$ cat config.mk
export PLATFORM = sky130hd
export DESIGN_NAME = spm_pointer_mover
export DESIGN_NICKNAME = d
export VERILOG_FILES = /design/src/spm_pkg.sv /design/src/spm_store_if.sv /design/src/spm_elastic_store.sv /design/src/spm_pointer_mover.sv
export VERILOG_INCLUDE_DIRS = /design/src /design/src/src
export SDC_FILE = /design/constraint.sdc
export NUM_CORES = 1
export LEC_CHECK = 0
export BUFFER_PORTS_ARGS = -buffer_cell sky130_fd_sc_hd__buf_4
export CORE_MARGIN = 2
export CORE_UTILIZATION = 51
export DETAILED_ROUTE_END_ITERATION = 16
export PLACE_DENSITY_LB_ADDON = 0.1
export SYNTH_ARGS = -nofsm -noshare
export SYNTH_HDL_FRONTEND = slang
export SYNTH_HIERARCHICAL = 1
export SYNTH_SLANG_ARGS = --single-unit
$ cat constraint.sdc
create_clock -name sys_clk -period 13.45 [get_ports sys_clk]
set_input_delay 0 -clock sys_clk [delete_from_list [all_inputs] [get_ports sys_clk]]
set_output_delay 0 -clock sys_clk [all_outputs]
set_load 0.005 [all_outputs]
$ cat src/spm_cfg.svh
// Purpose: frame layout, pointer codes and store sizes of the pointer mover
// Assumes: one byte per sys_clk, nine rows of ninety columns per frame
// Notes: definitions only
// Operation
// - one mover per slice; both slices share the system frame pulse
// - outgoing bytes follow the frame position set by the system frame pulse
// - received K1, K2 and SS bits reach the outgoing stream
// - concatenations of three STS-1 multiples on STS-3 boundaries are handled
// - only valid payload bytes are written into the elastic store
// - increment and decrement need 8 of 10 bits matching, new data 3 of 4 flag bits
// - one differing in-range pointer is ignored
// - two consecutive differing normal pointers load the later value
// - three states; two consecutive normal pointers enter the regular state
// - two chained pointers enter chained state using the head offset
// - two alarm pointers enter alarm state; two normal or chained leave it
// - alarm fills payload and H1 to H3 with all ones until J1 returns
// - single bit pointer errors change neither data flow nor state
// - generator places bytes and builds pointers from the marked J1
// - generator sends new data indicator on leaving alarm
// - unexpected J1 position resets outgoing pointer and sends new data indicator
// - adjust requests latch once per frame at F1 or E2
// - latch byte changes only when received H bytes collide with it
// - every adjustment passes on at the next F1 or E2 latch with no rate limit
`ifndef SPM_CFG_SVH
`define SPM_CFG_SVH
`define SPM_COLS 7'd90
`define SPM_ROWS 4'd9
`define SPM_TOH_COLS 7'd3
`define SPM_SPE_COLS 10'd87
`define SPM_PTR_ROW 4'd3
`define SPM_K_ROW 4'd4
`define SPM_F1_ROW 4'd2
`define SPM_E2_ROW 4'd8
`define SPM_COL_0 7'd0
`define SPM_COL_1 7'd1
`define SPM_COL_2 7'd2
`define SPM_MAX_OFS 10'd782
`define SPM_OFS_RST 10'd0
`define SPM_CHAINED_PAYLOAD_STATE_VAL 10'h3ff
`define SPM_NDF_REGULAR_POINTER_STATE 4'h6
`define SPM_NDF_SET 4'h9
`define SPM_ALL_ONES 16'hffff
`define SPM_FILL 8'hff
`define SPM_I_MASK 10'h2aa
`define SPM_D_MASK 10'h155
`define SPM_VOTE_MIN 4'd8
`define SPM_NDF_VOTE 4'd3
`define SPM_ES_DEPTH 16
`define SPM_ES_AW 4
`define SPM_PRIME_LVL 4'd8
`endif

$ cat src/spm_pkg.sv
// Purpose: types shared by the pointer mover and its elastic store
// Assumes: nothing
// Notes: constants live in spm_cfg.svh
package spm_pkg;
  typedef enum logic [1:0] {
    REGULAR_POINTER_STATE,
    CHAINED_PAYLOAD_STATE,
    ALARM_FILL_STATE
  } spm_state_t;
  typedef enum logic [2:0] {
    KIND_NORMAL, KIND_NDF, KIND_CHAINED_PAYLOAD_STATE, KIND_ALARM, KIND_INC, KIND_DEC, KIND_BAD
  } spm_kind_t;
  typedef struct packed {
    logic       j1;
    logic [7:0] data;
  } spm_entry_t;
endpackage

$ cat src/spm_store_if.sv
// Purpose: write and read side of the elastic store
// Assumes: one clock
// Notes: user is the mover, store is the buffer
`timescale 1ns/1ns
`default_nettype none
interface spm_store_if;
  import spm_pkg::*;
  logic       wrEn;
  spm_entry_t wrEntry;
  logic       rdEn;
  spm_entry_t rdEntry;
  logic       full;
  logic       empty;
  modport user  (output wrEn, wrEntry, rdEn, input rdEntry, full, empty);
  modport store (input wrEn, wrEntry, rdEn, output rdEntry, full, empty);
endinterface
`default_nettype wire

$ cat src/spm_elastic_store.sv
// Purpose: elastic store between interpreter and generator
// Assumes: writes and reads on sys_clk
// Notes: a write into a full store is dropped, a read from empty leaves the read position unchanged
`timescale 1ns/1ns
`default_nettype none
`include "spm_cfg.svh"
module spm_elastic_store
  import spm_pkg::*;
(
  // clock and reset
  input wire logic   sys_clk,
  input wire logic   srst,
  // store side
  spm_store_if.store sif
);
  spm_entry_t             mem_q [`SPM_ES_DEPTH];
  logic [`SPM_ES_AW-1:0]  wrIdx_q;
  logic [`SPM_ES_AW-1:0]  rdIdx_q;
  logic [`SPM_ES_AW:0]    count_q;
  logic                   doWr;
  logic                   doRd;

  // separate positions let frames drift against the system frame
  assign doWr        = sif.wrEn && !sif.full;
  assign doRd        = sif.rdEn && !sif.empty;
  assign sif.full    = count_q == (`SPM_ES_AW+1)'(`SPM_ES_DEPTH);
  assign sif.empty   = count_q == '0;
  assign sif.rdEntry = mem_q[rdIdx_q];

  // storage, no reset needed
  always_ff @(posedge sys_clk) begin
    if (doWr) begin
      mem_q[wrIdx_q] <= sif.wrEntry;
    end
  end

  // positions and fill level
  always_ff @(posedge sys_clk) begin
    if (srst) begin
      wrIdx_q <= '0;
      rdIdx_q <= '0;
      count_q <= '0;
    end else begin
      wrIdx_q <= wrIdx_q + (`SPM_ES_AW)'(doWr);
      rdIdx_q <= rdIdx_q + (`SPM_ES_AW)'(doRd);
      count_q <= count_q + (`SPM_ES_AW+1)'(doWr) - (`SPM_ES_AW+1)'(doRd);
    end
  end
endmodule
`default_nettype wire

$ cat src/spm_pointer_mover.sv
// Purpose: receive pointer interpreter and generator for one slice
// Assumes: one byte per clock in each direction, frame pulses on the first byte
// Notes: instantiate once per slice, both fed by the same system frame pulse
`timescale 1ns/1ns
`default_nettype none
`include "spm_cfg.svh"
module spm_pointer_mover
  import spm_pkg::*;
(
  // clock and reset
  input  wire logic       sys_clk,
  input  wire logic       srst,
  // received stream, same clock
  input  wire logic [7:0] rxData,
  input  wire logic       rxFramePulse,
  input  wire logic [9:0] chainHeadOffset,
  // system framing, shared by all slices
  input  wire logic       systemFramePulse,
  // re-timed stream
  output logic [7:0]      txData_q,
  output logic            txFramePulse_q,
  output logic            txSpe_q,
  output logic            txJ1_q,
  // status
  output logic            alarmFill_q,
  output logic            chainedPayload_q,
  output logic            newDataIndicator_q
);
  // ----------------------------------------------------------------
  // helpers
  // ----------------------------------------------------------------
  function automatic logic [9:0] speIndex(input logic [3:0] r, input logic [6:0] c);
    logic [3:0] rel;
    rel = (r >= `SPM_PTR_ROW) ? r - `SPM_PTR_ROW : r + (`SPM_ROWS - `SPM_PTR_ROW);
    speIndex = 10'(rel * `SPM_SPE_COLS) + {3'd0, c - `SPM_TOH_COLS};
  endfunction

  function automatic logic [3:0] countOnes(input logic [9:0] v);
    countOnes = '0;
    for (int i = 0; i < 10; i++) begin
      countOnes = countOnes + 4'(v[i]);
    end
  endfunction

  // ----------------------------------------------------------------
  // frame position: index 0 received, index 1 system
  // ----------------------------------------------------------------
  logic [1:0]  pulse;
  logic [6:0]  col_q [2];
  logic [6:0]  colNow [2];
  logic [3:0]  row_q [2];
  logic [3:0]  rowNow [2];
  logic [9:0]  speIdx [2];
  logic [1:0]  isSpe;
  logic [1:0]  isH1;
  logic [1:0]  isH2;
  logic [1:0]  isH3;

  assign pulse = {systemFramePulse, rxFramePulse};

  // tx side counts from the system pulse, so output framing follows it
  for (genvar g = 0; g < 2; g++) begin : g_pos
    assign colNow[g] = pulse[g] ? 7'd0 : col_q[g];
    assign rowNow[g] = pulse[g] ? 4'd0 : row_q[g];
    assign isSpe[g]  = colNow[g] >= `SPM_TOH_COLS;
    assign speIdx[g] = speIndex(rowNow[g], colNow[g]);
    assign isH1[g]   = rowNow[g] == `SPM_PTR_ROW && colNow[g] == `SPM_COL_0;
    assign isH2[g]   = rowNow[g] == `SPM_PTR_ROW && colNow[g] == `SPM_COL_1;
    assign isH3[g]   = rowNow[g] == `SPM_PTR_ROW && colNow[g] == `SPM_COL_2;
    always_ff @(posedge sys_clk) begin
      if (srst) begin
        col_q[g] <= '0;
        row_q[g] <= '0;
      end else if (colNow[g] == `SPM_COLS - 7'd1) begin
        col_q[g] <= '0;
        row_q[g] <= (rowNow[g] == `SPM_ROWS - 4'd1) ? 4'd0 : rowNow[g] + 4'd1;
      end else begin
        col_q[g] <= colNow[g] + 7'd1;
        row_q[g] <= rowNow[g];
      end
    end
  end

  logic rxIsK1;
  logic rxIsK2;
  logic rxIsH;
  logic txIsK1;
  logic txIsK2;
  logic txIsF1;
  logic txIsE2;
  assign rxIsK1 = rowNow[0] == `SPM_K_ROW && colNow[0] == `SPM_COL_1;
  assign rxIsK2 = rowNow[0] == `SPM_K_ROW && colNow[0] == `SPM_COL_2;
  assign rxIsH  = isH1[0] || isH2[0] || isH3[0];
  assign txIsK1 = rowNow[1] == `SPM_K_ROW && colNow[1] == `SPM_COL_1;
  assign txIsK2 = rowNow[1] == `SPM_K_ROW && colNow[1] == `SPM_COL_2;
  assign txIsF1 = rowNow[1] == `SPM_F1_ROW && colNow[1] == `SPM_COL_2;
  assign txIsE2 = rowNow[1] == `SPM_E2_ROW && colNow[1] == `SPM_COL_2;

  // ----------------------------------------------------------------
  // interpreter: pointer decode
  // ----------------------------------------------------------------
  logic [7:0]  h1Byte_q;
  logic [15:0] ptrWord;
  logic [9:0]  ptrVal;
  logic        ndfNorm;
  logic        ndfSet;
  logic        incVote;
  logic        decVote;
  spm_kind_t   kind;
  spm_kind_t   prevKind_q;
  spm_state_t  intState_q;
  logic [9:0]  offset_q;
  logic [9:0]  activeOfs;
  logic        diffPending_q;
  logic        incFrame_q;
  logic        decFrame_q;

  assign ptrWord = {h1Byte_q, rxData};
  assign ptrVal  = ptrWord[9:0];
  // majority vote on flag nibble and on the inverted I or D bits
  assign ndfNorm = countOnes({6'd0, ~(ptrWord[15:12] ^ `SPM_NDF_REGULAR_POINTER_STATE)}) >= `SPM_NDF_VOTE;
  assign ndfSet  = countOnes({6'd0, ~(ptrWord[15:12] ^ `SPM_NDF_SET)}) >= `SPM_NDF_VOTE;
  assign incVote = countOnes(~(ptrVal ^ offset_q ^ `SPM_I_MASK)) >= `SPM_VOTE_MIN;
  assign decVote = countOnes(~(ptrVal ^ offset_q ^ `SPM_D_MASK)) >= `SPM_VOTE_MIN;

  // classify; an exact match is checked before the I and D votes so one flipped bit cannot vote
  always_comb begin
    if (ptrWord == `SPM_ALL_ONES) begin
      kind = KIND_ALARM;
    end else if (ndfSet && ptrVal == `SPM_CHAINED_PAYLOAD_STATE_VAL) begin
      kind = KIND_CHAINED_PAYLOAD_STATE;
    end else if (ndfSet && ptrVal <= `SPM_MAX_OFS) begin
      kind = KIND_NDF;
    end else if (ndfNorm && ptrVal == offset_q) begin
      kind = KIND_NORMAL;
    end else if (ndfNorm && incVote && intState_q == REGULAR_POINTER_STATE) begin
      kind = KIND_INC;
    end else if (ndfNorm && decVote && intState_q == REGULAR_POINTER_STATE) begin
      kind = KIND_DEC;
    end else if (ndfNorm && ptrVal <= `SPM_MAX_OFS) begin
      kind = KIND_NORMAL;
    end else begin
      kind = KIND_BAD;
    end
  end

  logic prevNormal;
  logic curNormal;
  assign curNormal  = kind inside {KIND_NORMAL, KIND_NDF, KIND_INC, KIND_DEC};
  assign prevNormal = prevKind_q inside {KIND_NORMAL, KIND_NDF, KIND_INC, KIND_DEC};

  // state follows two consecutive pointers of one class
  always_ff @(posedge sys_clk) begin
    if (srst) begin
      intState_q <= REGULAR_POINTER_STATE;
      prevKind_q <= KIND_BAD;
    end else if (isH2[0]) begin
      prevKind_q <= kind;
      if (kind == KIND_ALARM && prevKind_q == KIND_ALARM) begin
        intState_q <= ALARM_FILL_STATE;
      end else if (kind == KIND_CHAINED_PAYLOAD_STATE && prevKind_q == KIND_CHAINED_PAYLOAD_STATE) begin
        intState_q <= CHAINED_PAYLOAD_STATE;
      end else if (curNormal && prevNormal) begin
        intState_q <= REGULAR_POINTER_STATE;
      end
    end
  end

  // chained members locate payload from the chain head
  always_comb begin
    case (intState_q)
      REGULAR_POINTER_STATE: activeOfs = offset_q;
      CHAINED_PAYLOAD_STATE: activeOfs = chainHeadOffset;
      ALARM_FILL_STATE:      activeOfs = offset_q;
      default:               activeOfs = offset_q;
    endcase
  end

  // offset tracking
  always_ff @(posedge sys_clk) begin
    if (srst) begin
      offset_q      <= `SPM_OFS_RST;
      diffPending_q <= 1'b0;
      incFrame_q    <= 1'b0;
      decFrame_q    <= 1'b0;
    end else begin
      if (isH1[0]) begin
        incFrame_q <= 1'b0;
        decFrame_q <= 1'b0;
      end
      if (isH2[0]) begin
        diffPending_q <= 1'b0;
        case (kind)
          KIND_NDF: offset_q <= ptrVal;
          KIND_INC: begin
            offset_q   <= (offset_q == `SPM_MAX_OFS) ? 10'd0 : offset_q + 10'd1;
            incFrame_q <= 1'b1;
          end
          KIND_DEC: begin
            offset_q   <= (offset_q == 10'd0) ? `SPM_MAX_OFS : offset_q - 10'd1;
            decFrame_q <= 1'b1;
          end
          KIND_NORMAL: begin
            if (ptrVal != offset_q) begin
              if (diffPending_q) begin
                offset_q <= ptrVal;
              end else begin
                diffPending_q <= 1'b1;
              end
            end
          end
          default: ;
        endcase
      end
    end
  end

  // pointer and overhead captures
  logic [1:0] ssBits_q;
  logic [7:0] k1Byte_q;
  logic [7:0] k2Byte_q;
  always_ff @(posedge sys_clk) begin
    if (srst) begin
      h1Byte_q <= '0;
      ssBits_q <= '0;
      k1Byte_q <= '0;
      k2Byte_q <= '0;
    end else begin
      if (isH1[0]) h1Byte_q <= rxData;
      if (isH2[0]) ssBits_q <= ptrWord[11:10];
      if (rxIsK1) k1Byte_q <= rxData;
      if (rxIsK2) k2Byte_q <= rxData;
    end
  end

  // ----------------------------------------------------------------
  // elastic store
  // ----------------------------------------------------------------
  spm_store_if sif ();
  spm_elastic_store u_store (
    .sys_clk (sys_clk),
    .srst    (srst),
    .sif     (sif)
  );

  // only payload bytes; stuff skipped, H3 taken on decrement; none in alarm
  assign sif.wrEn = intState_q != ALARM_FILL_STATE &&
                    ((isSpe[0] && !(incFrame_q && speIdx[0] == 10'd0)) || (isH3[0] && decFrame_q));
  assign sif.wrEntry = '{j1: isSpe[0] && speIdx[0] == activeOfs, data: rxData};

  // ----------------------------------------------------------------
  // generator
  // ----------------------------------------------------------------
  logic       incReq_q;
  logic       decReq_q;
  logic       incLatched_q;
  logic       decLatched_q;
  logic       latchOnE2_q;
  logic       latchNow;
  logic       genAlarm_q;
  logic       ndfPending_q;
  logic [9:0] txOfs_q;
  logic       primed_q;
  logic [3:0] primeCnt_q;
  logic       rdJ1;
  logic [9:0] ptrOut;

  assign latchNow = latchOnE2_q ? txIsE2 : txIsF1;
  // skip the stuff byte on increment, read into H3 on decrement
  assign sif.rdEn = !sif.empty && primed_q &&
                    ((isSpe[1] && !(incLatched_q && speIdx[1] == 10'd0)) || (isH3[1] && decLatched_q));
  assign rdJ1 = sif.rdEn && sif.rdEntry.j1;

  // reads wait for a margin in the store, so a skipped stuff byte cannot starve a read slot
  always_ff @(posedge sys_clk) begin
    if (srst) begin
      primed_q   <= 1'b0;
      primeCnt_q <= '0;
    end else if (primed_q) begin
      if (sif.empty) begin
        primed_q   <= 1'b0;
        primeCnt_q <= '0;
      end
    end else if (sif.wrEn && !sif.full) begin
      primeCnt_q <= primeCnt_q + 4'd1;
      primed_q   <= primeCnt_q == `SPM_PRIME_LVL - 4'd1;
    end
  end

  // every detected adjust is queued with no spacing check; set wins over latch clear
  always_ff @(posedge sys_clk) begin
    if (srst) begin
      incReq_q     <= 1'b0;
      decReq_q     <= 1'b0;
      incLatched_q <= 1'b0;
      decLatched_q <= 1'b0;
    end else begin
      if (latchNow) begin
        incLatched_q <= incReq_q;
        decLatched_q <= decReq_q;
        incReq_q     <= 1'b0;
        decReq_q     <= 1'b0;
      end
      if (isH2[0] && kind == KIND_INC) incReq_q <= 1'b1;
      if (isH2[0] && kind == KIND_DEC) decReq_q <= 1'b1;
    end
  end

  // latch byte moves only on collision with received H bytes
  always_ff @(posedge sys_clk) begin
    if (srst) begin
      latchOnE2_q <= 1'b0;
    end else if (rxIsH && txIsF1 && !latchOnE2_q) begin
      latchOnE2_q <= 1'b1;
    end else if (rxIsH && txIsE2 && latchOnE2_q) begin
      latchOnE2_q <= 1'b0;
    end
  end

  // outgoing offset, alarm fill and new data indicator
  always_ff @(posedge sys_clk) begin
    if (srst) begin
      txOfs_q      <= `SPM_OFS_RST;
      genAlarm_q   <= 1'b0;
      ndfPending_q <= 1'b0;
    end else begin
      if (isH2[1]) ndfPending_q <= 1'b0;
      if (isH2[1] && incLatched_q) begin
        txOfs_q <= (txOfs_q == `SPM_MAX_OFS) ? 10'd0 : txOfs_q + 10'd1;
      end else if (isH2[1] && decLatched_q) begin
        txOfs_q <= (txOfs_q == 10'd0) ? `SPM_MAX_OFS : txOfs_q - 10'd1;
      end
      if (rdJ1 && speIdx[1] != txOfs_q) begin
        txOfs_q      <= speIdx[1];
        ndfPending_q <= 1'b1;
      end
      if (intState_q == ALARM_FILL_STATE) begin
        genAlarm_q <= 1'b1;
      end else if (genAlarm_q && rdJ1) begin
        genAlarm_q   <= 1'b0;
        ndfPending_q <= 1'b1;
      end
    end
  end

  // I or D bits invert on the frame that carries the adjust
  assign ptrOut = (intState_q == CHAINED_PAYLOAD_STATE) ? `SPM_CHAINED_PAYLOAD_STATE_VAL :
                  txOfs_q ^ (incLatched_q ? `SPM_I_MASK : decLatched_q ? `SPM_D_MASK : 10'd0);

  // output byte mux, registered so every port leaves a flop
  always_ff @(posedge sys_clk) begin
    if (srst) begin
      txData_q           <= '0;
      txFramePulse_q     <= 1'b0;
      txSpe_q            <= 1'b0;
      txJ1_q             <= 1'b0;
      newDataIndicator_q <= 1'b0;
    end else begin
      txFramePulse_q     <= systemFramePulse;
      txSpe_q            <= isSpe[1];
      txJ1_q             <= rdJ1 && !genAlarm_q;
      newDataIndicator_q <= isH1[1] && ndfPending_q && !genAlarm_q;
      if (genAlarm_q && (isSpe[1] || isH1[1] || isH2[1] || isH3[1])) begin
        txData_q <= `SPM_FILL;
      end else if (isH1[1]) begin
        txData_q <= {(ndfPending_q || intState_q == CHAINED_PAYLOAD_STATE) ? `SPM_NDF_SET : `SPM_NDF_REGULAR_POINTER_STATE,
                     ssBits_q, ptrOut[9:8]};
      end else if (isH2[1]) begin
        txData_q <= ptrOut[7:0];
      end else if (txIsK1) begin
        txData_q <= k1Byte_q;
      end else if (txIsK2) begin
        txData_q <= k2Byte_q;
      end else if (sif.rdEn) begin
        txData_q <= sif.rdEntry.data;
      end else begin
        txData_q <= '0;
      end
    end
  end

  // status flops
  always_ff @(posedge sys_clk) begin
    if (srst) begin
      alarmFill_q      <= 1'b0;
      chainedPayload_q <= 1'b0;
    end else begin
      alarmFill_q      <= genAlarm_q;
      chainedPayload_q <= intState_q == CHAINED_PAYLOAD_STATE;
    end
  end
endmodule
`default_nettype wire

==> results of run 1 <==
## tightest hold or removal path: stages
cell and delay (ns):
buf_4 0.09, a21oi_1 0.06, xnor2_1 0.17, nor3_2 0.15
## cell type report
type / count / share of cell area (%)
Clock buffer: 46 / 5.33
Inverter: 95 / 2.10
Sequential cell: 259 / 40.4
Multi-Input combinational cell: 1024 / 46.0
Clock inverter: 10 / 0.856
Timing Repair Buffer: 53 / 2.51
Tap cell: 390 / 2.88
## kinds of logic (layout without fill, tap and decap cells)
group / after synthesis / count (layout)
AND/OR/NAND/NOR: 463 / 463
AO/OA/AOI/OAI: 295 / 295
flip-flops: 259 / 259
buffers and inverters: 175 / 204
adder cells (fa/ha/maj): 110 / 110
XOR/XNOR: 80 / 80
multiplexers: 54 / 54
other: 1 / 22
## power groups by stage
stage	Sequential, mW	Clock, mW	Combinational, mW
final	0.888	0.841	0.484
after CTS	0.888	0.859	0.488
after global placement	0.904	0	0.475
after detailed placement	0.905	0	0.482
after global routing	0.891	0.890	0.544
after floorplan	0.897	0	0.377
## stage by stage
step           worst slack [ns]  std cells
2_1_floorplan              7.27       1458
3_3_place_gp               6.96       1810
3_5_place_dp               6.83       1810
4_1_cts                    6.82       1877
5_1_grt                    6.18       1877
6_report                   6.79       1877
## registers in the layout (all words and copies together), names as in the netlist, 8 cells and up
name,count
h1Byte_q,8
k1Byte_q,8
txData_q,8
txOfs_q,10
offset_q,10
row_q,8
k2Byte_q,8
u_store/mem_q,144
col_q,14
## layout by cell type (no fill, tap or decap), types with 15 or more instances in the layout
master,instances
fa_1,27
a22oi_1,18
a21oi_1,97
mux4_1,20
a21o_1,26
nor2b_1,29
nand2_1,120
nand3_1,47
edfxtp_1,166
nor2_1,117
o21ai_0,31
ha_1,83
clkbuf_16,32
buf_4,42
inv_1,93
nor3_1,33
xnor2_1,51
mux4_2,16
xor2_1,28
nand2b_1,15
conb_1,22
dfxtp_1,92
## worst paths after layout
check / from / end / slack (ns) / cells after the start
worst max-delay path: rxFramePulse / u_store/count_q[4] / 6.79 / 33
worst min-delay path: chainHeadOffset[9] / u_store/mem_q[8][8] / 0.11 / 4
worst min register to register: decFrame_q / decFrame_q / 0.45 / 2
worst max register to register: row_q[1][0] / u_store/count_q[4] / 6.85 / 27
## per-layer routing
layer	track usage (%)	wire length [µm]	up-vias
met3	2.60	1660	44
met5	0	0	-
li1	-	-	5291
met2	36.3	16500	256
met4	5.30	598	0
met1	35.0	17300	5382
==> metrics.txt, run 1 <==
Port Buf Inserts=35; initial drt markers=778; cts bufs inserted=30; Startpoint Class=input pin; Fin Hold WS=0.109 ns; switching share of power=28.6%; routability cong.=around 0.84; minimum clock period after layout=6.66 ns; Yosys cell types=93; Worst Max-Slew Pin Slew=1.13 ns; setup repair bufs after CTS=0; crit-path max cell delay=about 0.53 ns; Synth Register Bits=259; post-synthesis mux area share=about 7.1%; DRC viols=0; Crit Path Category=in -> reg; Post-synth EDFFs=166; Rel. slew slack=24.2%; CTS tree=yes; leading area contributor after synthesis=edfxtp_1; async set-reset flop share out of synthesis=0%; min-delay worst type=in -> reg; CTS H-Tree Depth=1; Longest Clk Path Bufs=3; Pleak=6.37 nW; clock transition at the registers of the reported paths=0.06 ns; XOR/XNOR share of the synthesized area=4.67%; dpl hpwl=25100 µm; largest cells by area after synthesis=edfxtp_1 33%, dfxtp_1 12%, ha_1 6.8%; PwrDens=130 nW/µm²; largest net degree at the start of global routing=52; Max IR drop VDD=0.0943 mV; dpl cell area=15800 µm²; root buf cell=clkbuf_16; CP Max Fanout=19; setup violators final=0; drt via density=5.85; clock sink count=259; Setup TNS=0 ns; ys flop type=edfxtp_1; Synth Cell Area=15300 µm²; fin crit share=49.5%; wire length per cell=19.2 µm; grt total ovfl=0; Ant. Diodes=0; # Max-Cap Violations=0; area occupied by multi-input gates=7790 µm²; Hold-fix buffers, CTS=11; Post-Synth Simple-Gate Area=15.1%; top post-synthesis cells by count=166 x edfxtp_1, 120 x nand2_1, 117 x nor2_1, 97 x a21oi_1; Initial Util=roughly 52%; Worst EP arrival=7.07 ns; fmax=0.150 GHz; Core Box Area=29600 µm²; most numerous cell on the critical path=inv_1; Synth-to-Final Area Change=10.8%; Max Slew Vio Count=0; Ys Warns=6; Reg area=6850 µm²; antenna violations before repair=0; Final Hold Viols=0; post-route cell area=17000 µm²; Int Pwr=about 1.6 mW; final wirelength=36000 µm; total power=roughly 2.2 mW; post-synthesis adder-cell area fraction=10.3%; Post-Syn Instances=1437; CP Buf/Inv Count=10; main combinational cell family by area after synthesis=simple AND/OR/NAND/NOR gates; Syn Area/Cell=between 10 and 15 µm²; CP top delay family=adder cells; post-synth top area share=32.6%; Sw Pwr=0.633 mW; Fillers=2529; sequential power share=between 40% and 50%; Seq/Total Area, Yosys=between 40% and 50%; number of I/O pins=36; Tot GR Track Use=23.3%; CP max-delay cell=dlygate4sd3_1; top-count cell post-synth=edfxtp_1; die width=roughly 180 µm; Compound-Gate Fraction of Synth Area=13.1%; number of global-route vias before repair=10.6k; TritonRoute pass-1 iters=5; share of post-route cells with drive strength above 1=8.94%; Post-CTS Resized=0; chip height=177 µm; clock skew=between 0.04 and 0.05 ns; Rows=63; latest clock arrival within the worst-skew pair=0.58 ns; full die area=31400 µm²; first-pass GRT wire length=roughly 57000 µm; Clk pwr share=38.0%; unrepaired setup endpoints after global routing=false; Worst EP required=13.86 ns; Logic pwr share=21.9%; Post-DRT Antenna Nets=0; final core utilization=57.4%; Worst Setup End Kind=register; status=completed; via count=11.0k; nets=1595
No activity file was read; power rests on OpenSTA's default activity.
==> run 2: changes to the inputs <==
Clock period 13.45 ns to 5.4 ns, I/O delays scaled along.
==> metrics.txt, run 2 (synthesis results as in run 1) <==
Rel. slew slack=19.8% (-4.3 points); Final Hold Viols=0 (unchanged); CTS H-Tree Depth=1 (unchanged); setup violators final=107 (+107); PwrDens=334 nW/µm² (+160%); crit-path max cell delay=0.54 ns (about the same); share of post-route cells with drive strength above 1=22.6% (+14 points); final core utilization=64.0% (+6.6 points); register-to-register setup slack=-0.34 ns (-7.19 ns); clock transition at the registers of the reported paths=0.06 ns (about the same); status=finished, violations left; TritonRoute pass-1 iters=7 (+2); failing checks=setup timing; post-route cell area=18900 µm² (+11%); cts bufs inserted=29 (-3.3%); routability cong.=0.854 (+1.4%); latest clock arrival within the worst-skew pair=0.56 ns (-0.02 ns); die width=177 µm (unchanged); CP Max Fanout=3 (-16); Longest Clk Path Bufs=3 (unchanged); fmax=~0.17 GHz; Post-DRT Antenna Nets=0 (unchanged); Worst EP arrival=6.17 ns (-0.90 ns); Fillers=2303 (-8.9%); full die area=31400 µm² (unchanged); via count=11.6k (+5.5%); Worst EP required=5.83 ns (-8.03 ns); final setup margin=-0.337 ns (-7.13 ns); drt via density=5.73 (-2.0%); Reg area=6850 µm² (unchanged); CP max-delay cell=fa_1; largest reg by FF count=u_store/mem_q; area occupied by multi-input gates=8430 µm² (+8.1%); Initial Util=51.8% (unchanged); min-delay worst type=in -> reg; Max IR drop VDD=0.237 mV (+150%); Worst Setup End Kind=register; clock skew=0.0116 ns (-0.0323 ns); Int Pwr=4.47 mW (+180%); fin crit share=106%; Startpoint Class=register; nets=1739 (+9.0%); Sw Pwr=1.84 mW (+190%); largest net degree at the start of global routing=54 (+3.8%); Fin Hold WS=0.0523 ns (-0.0571 ns); Pleak=7.18 nW (+13%); Core Box Area=29600 µm² (unchanged); Rows=63 (unchanged); Port Buf Inserts=35 (unchanged); sequential power share=35.1% (-5.0 points); number of I/O pins=36 (unchanged); initial drt markers=841 (+8.1%); total power=6.31 mW (+190%); Synth-to-Final Area Change=23.6%; DRC viols=0 (unchanged); Max Slew Vio Count=0 (unchanged); chip height=177 µm (unchanged); leading cell type in the layout, fill and taps excluded=edfxtp_1; final wirelength=38300 µm (+6.2%); root buf cell=clkbuf_16; # Max-Cap Violations=0 (unchanged); Setup WS pre-CTS=-0.493 ns (-7.33 ns); unrepaired setup endpoints after global routing=true; minimum clock period after layout=between 5 and 6 ns; CP Buf/Inv Count=5 (-5); wire length per cell=19.0 µm (-1.3%); number of global-route vias before repair=11.2k (+6.6%); switching share of power=29.2% (+0.62 points); CP top delay family=adder cells; first-pass GRT wire length=60200 µm (+4.7%); clock sink count=259 (unchanged); biggest regs=u_store/mem_q (144), col_q (14); Clk pwr share=32.6% (-5.4 points); Setup TNS=-7.75 ns (-7.75 ns); Tot GR Track Use=24.4% (+1.1 points); grt total ovfl=0 (unchanged); Cells after DPL=1923 (+6.2%); Final Instance Count excl. Fillers=2020 (+7.6%); dpl cell area=16900 µm² (+7.1%); antenna violations before repair=0 (unchanged); dpl hpwl=25700 µm (+2.6%); CTS tree=yes; Crit Path Category=reg -> reg; Worst Max-Slew Pin Slew=1.19 ns (+0.0645 ns); Logic pwr share=32.3% (+10 points); most frequent cells in the layout=166 x edfxtp_1, 150 x buf_4, 117 x nand2_1; Ant. Diodes=0 (unchanged); number of flip-flops in the largest register=144 (unchanged)
-- run 2: timing repair --
| item | in CTS | in global routing |
|---|---|---|
| gates cloned | 4 | 5 |
| endpoints found under the hold margin | 175 | 0 |
| setup endpoints to repair | 151 | 161 |
| resized for setup | 47 | 82 |
| setup buffers | 19 | 12 |
| hold buffers | 12 | 0 |
| pin swaps | 33 | 53 |
-- run 2: final cells by class --
type | instances | area share [%]
well taps | 390 | 2.58
flip-flops and latches | 259 | 36.2
repair buffers | 198 | 9.37
inverters | 95 | 1.92
clock inverters | 21 | 1.22
clock buffers | 33 | 4.14
multi-input cells | 1024 | 44.6
-- run 2: power by group through the flow --
stage | Clock [mW] | Combinational [mW] | Sequential, mW
2_1_floorplan | 0 | 1.03 | 2.24
3_3_place_gp | 0 | 1.62 | 2.25
3_5_place_dp | 0 | 1.65 | 2.25
4_1_cts | 2.09 | 1.82 | 2.21
5_1_grt | 2.17 | 2.23 | 2.22
6_report | 2.05 | 2.04 | 2.22
-- run 2: worst register-to-register path: cells and delay by family (launching register included) --
family,cells,cell delay [ns]
buf+inv,5,0.34
fa+ha+maj,7,2.26
compound gates,5,1.14
flops,1,0.40
simple gates,8,1.48
-- run 2: path summary, 6_finish.rpt --
check	startpoint	to	depth (start not counted)
max reg2reg	row_q[1][0]	u_store/count_q[4]	25
min reg2reg	k1Byte_q[5]	k1Byte_q[5]	2
max	row_q[1][0]	u_store/count_q[4]	25
min	systemFramePulse	row_q[1][0]	5
-- run 2: metal layers --
metal | global-route usage (%) | wire length, µm | vias to the layer above
met1 | 35.0 | 17300 | 5625
met2 | 39.8 | 18100 | 337
met5 | 0 | 0 | -
met3 | 3.72 | 2490 | 40
met4 | 3.86 | 412 | 0
li1 | - | - | 5576
==> run 3: changes to the inputs <==
Settings changed: CORE_UTILIZATION 51 to 40.
==> metrics.txt, run 3 (synthesis results as in run 1) <==
Port Buf Inserts=35 (unchanged); # Max-Cap Violations=0 (unchanged); Cells after DPL=2052 (+6.7%); Startpoint Class=register; sequential power share=34.7% (-0.4 points); Worst Setup End Kind=register; minimum clock period after layout=5.76 ns (+0.0187 ns); unrepaired setup endpoints after global routing=true; PwrDens=330 nW/µm² (-0.94%); Worst EP arrival=6.20 ns (+0.03 ns); Crit Path Category=reg -> reg; CP max-delay cell=fa_1; number of global-route vias before repair=11.3k (+0.70%); clock skew=0.0282 ns (+0.0166 ns); DRC viols=0 (unchanged); CP top delay family=adder cells; CTS H-Tree Depth=1 (unchanged); Tot GR Track Use=20.3% (-4.0 points); Fin Hold WS=0.0463 ns (-0.00608 ns); Rel. slew slack=23.1% (+3.3 points); most frequent cells in the layout=166 x edfxtp_1, 154 x buf_4, 117 x nand2_1; CP Max Fanout=3 (unchanged); largest reg by FF count=u_store/mem_q; chip height=200 µm (+13%); share of post-route cells with drive strength above 1=22.2% (-0.36 points); Pleak=7.38 nW (+2.8%); routability cong.=0.840 (-1.6%); Ant. Diodes=0 (unchanged); Logic pwr share=31.6% (-0.7 points); largest net degree at the start of global routing=54 (unchanged); Setup WS pre-CTS=-0.490 ns (+0.00253 ns); wire length per cell=18.5 µm (-2.6%); full die area=39800 µm² (+27%); crit-path max cell delay=0.55 ns (about the same); biggest regs=u_store/mem_q (144), col_q (14); Max Slew Vio Count=0 (unchanged); Worst EP required=5.84 ns (about the same); Initial Util=40.6% (-11 points); first-pass GRT wire length=63000 µm (+4.6%); number of I/O pins=36 (unchanged); cts bufs inserted=30 (+3.4%); switching share of power=29.4% (+0.19 points); Synth-to-Final Area Change=26.1%; failing checks=setup timing; Final Instance Count excl. Fillers=2172 (+7.5%); via count=11.6k (+0.32%); setup violators final=8 (-93%); Clk pwr share=33.6% (+1.0 points); Int Pwr=4.50 mW (+0.83%); die width=200 µm (+13%); fin crit share=107% (+0.35 points); Post-DRT Antenna Nets=0 (unchanged); Worst Max-Slew Pin Slew=1.14 ns (-0.0485 ns); final setup margin=-0.356 ns (-0.0187 ns); dpl hpwl=27200 µm (+5.7%); number of flip-flops in the largest register=144 (unchanged); nets=1769 (+1.7%); Final Hold Viols=0 (unchanged); root buf cell=clkbuf_16; final wirelength=40100 µm (+4.8%); Rows=71 (+13%); drt via density=5.35 (-6.7%); Setup TNS=-0.929 ns (+6.82 ns); Sw Pwr=1.88 mW (+1.8%); initial drt markers=520 (-38%); final core utilization=51.2% (-13 points); TritonRoute pass-1 iters=5 (-2); grt total ovfl=0 (unchanged); clock transition at the registers of the reported paths=0.06 ns (about the same); Longest Clk Path Bufs=3 (unchanged); status=finished, violations left; min-delay worst type=in -> reg; latest clock arrival within the worst-skew pair=0.59 ns (+0.03 ns); CTS tree=yes; antenna violations before repair=0 (unchanged); CP Buf/Inv Count=5 (unchanged); Max IR drop VDD=0.260 mV (+9.6%); fmax=0.174 GHz (-0.33%); Core Box Area=37700 µm² (+27%); clock sink count=259 (unchanged); leading cell type in the layout, fill and taps excluded=edfxtp_1
[run 3: worst register-to-register path, cell delays in order, from the launching register on]
cell,delay [ns]
edfxtp_1,0.39
buf_4,0.15
or3_4,0.33
a211o_4,0.38
fa_2,0.48
ha_4,0.28
inv_2,0.04
fa_1,0.55
inv_2,0.05
ha_4,0.26
nor2b_4,0.15
o2111ai_2,0.13
and3_4,0.18
or3_4,0.35
a2111oi_4,0.43
nor2_2,0.09
nor2b_4,0.15
ha_4,0.24
inv_2,0.06
ha_4,0.12
inv_2,0.03
fa_2,0.34
nor2b_2,0.15
o21bai_1,0.11
a21oi_1,0.14
nor3b_1,0.06
[run 3: what timing repair did]
action	in CTS	in global routing
hold endpoints to repair	174	8
setup endpoints to repair	162	164
hold buffers	38	1
gates cloned	1	5
pin swaps	21	27
setup buffers	16	9
gates resized for setup	33	81
[run 3: area by class of cell]
| cell class | instances | area [µm²] |
|---|---|---|
| Clock buffer | 42 | 877 |
| Clock inverter | 14 | 181 |
| Fill cell | 3471 | 18400 |
| Inverter | 95 | 363 |
| Multi-Input combinational cell | 1024 | 8380 |
| Sequential cell | 259 | 6850 |
| Tap cell | 511 | 639 |
| Timing Repair Buffer | 227 | 2020 |
[run 3: worst paths after layout]
path / start / slack (ns) / cells after the start / endpoint
setup / recovery: row_q[1][0] / -0.36 / 25 / u_store/count_q[4]
hold reg to reg: decFrame_q / 0.46 / 2 / decFrame_q
hold / removal: systemFramePulse / 0.05 / 5 / row_q[1][0]
setup reg to reg: row_q[1][0] / -0.36 / 25 / u_store/count_q[4]
[run 3: power groups by stage]
| stage | combinational (mW) | clock [mW] | sequential, mW |
|---|---|---|---|
| final | 2.02 | 2.15 | 2.22 |
| after floorplan | 1.03 | 0 | 2.24 |
| after global placement | 1.65 | 0 | 2.25 |
| after global routing | 2.22 | 2.27 | 2.22 |
| after detailed placement | 1.67 | 0 | 2.25 |
| after CTS | 1.85 | 2.19 | 2.21 |
[run 3: metal layers]
metal	part of all wire [%]	GRT usage [%]	vias to the layer above
met2	46	32.9	188
met1	48	29.2	5734
met3	3.5	2.41	43
li1	-	-	5650
met4	1.6	4.42	0
met5	0	0	-
[run 3: through the flow]
step | power [mW] | cell area [µm²]
floorplan | 3.26 | 15600
global route | 6.71 | 19300
CTS | 6.25 | 18900
detailed placement | 3.92 | 17100
global placement | 3.90 | 17100
finish | 6.38 | 19300
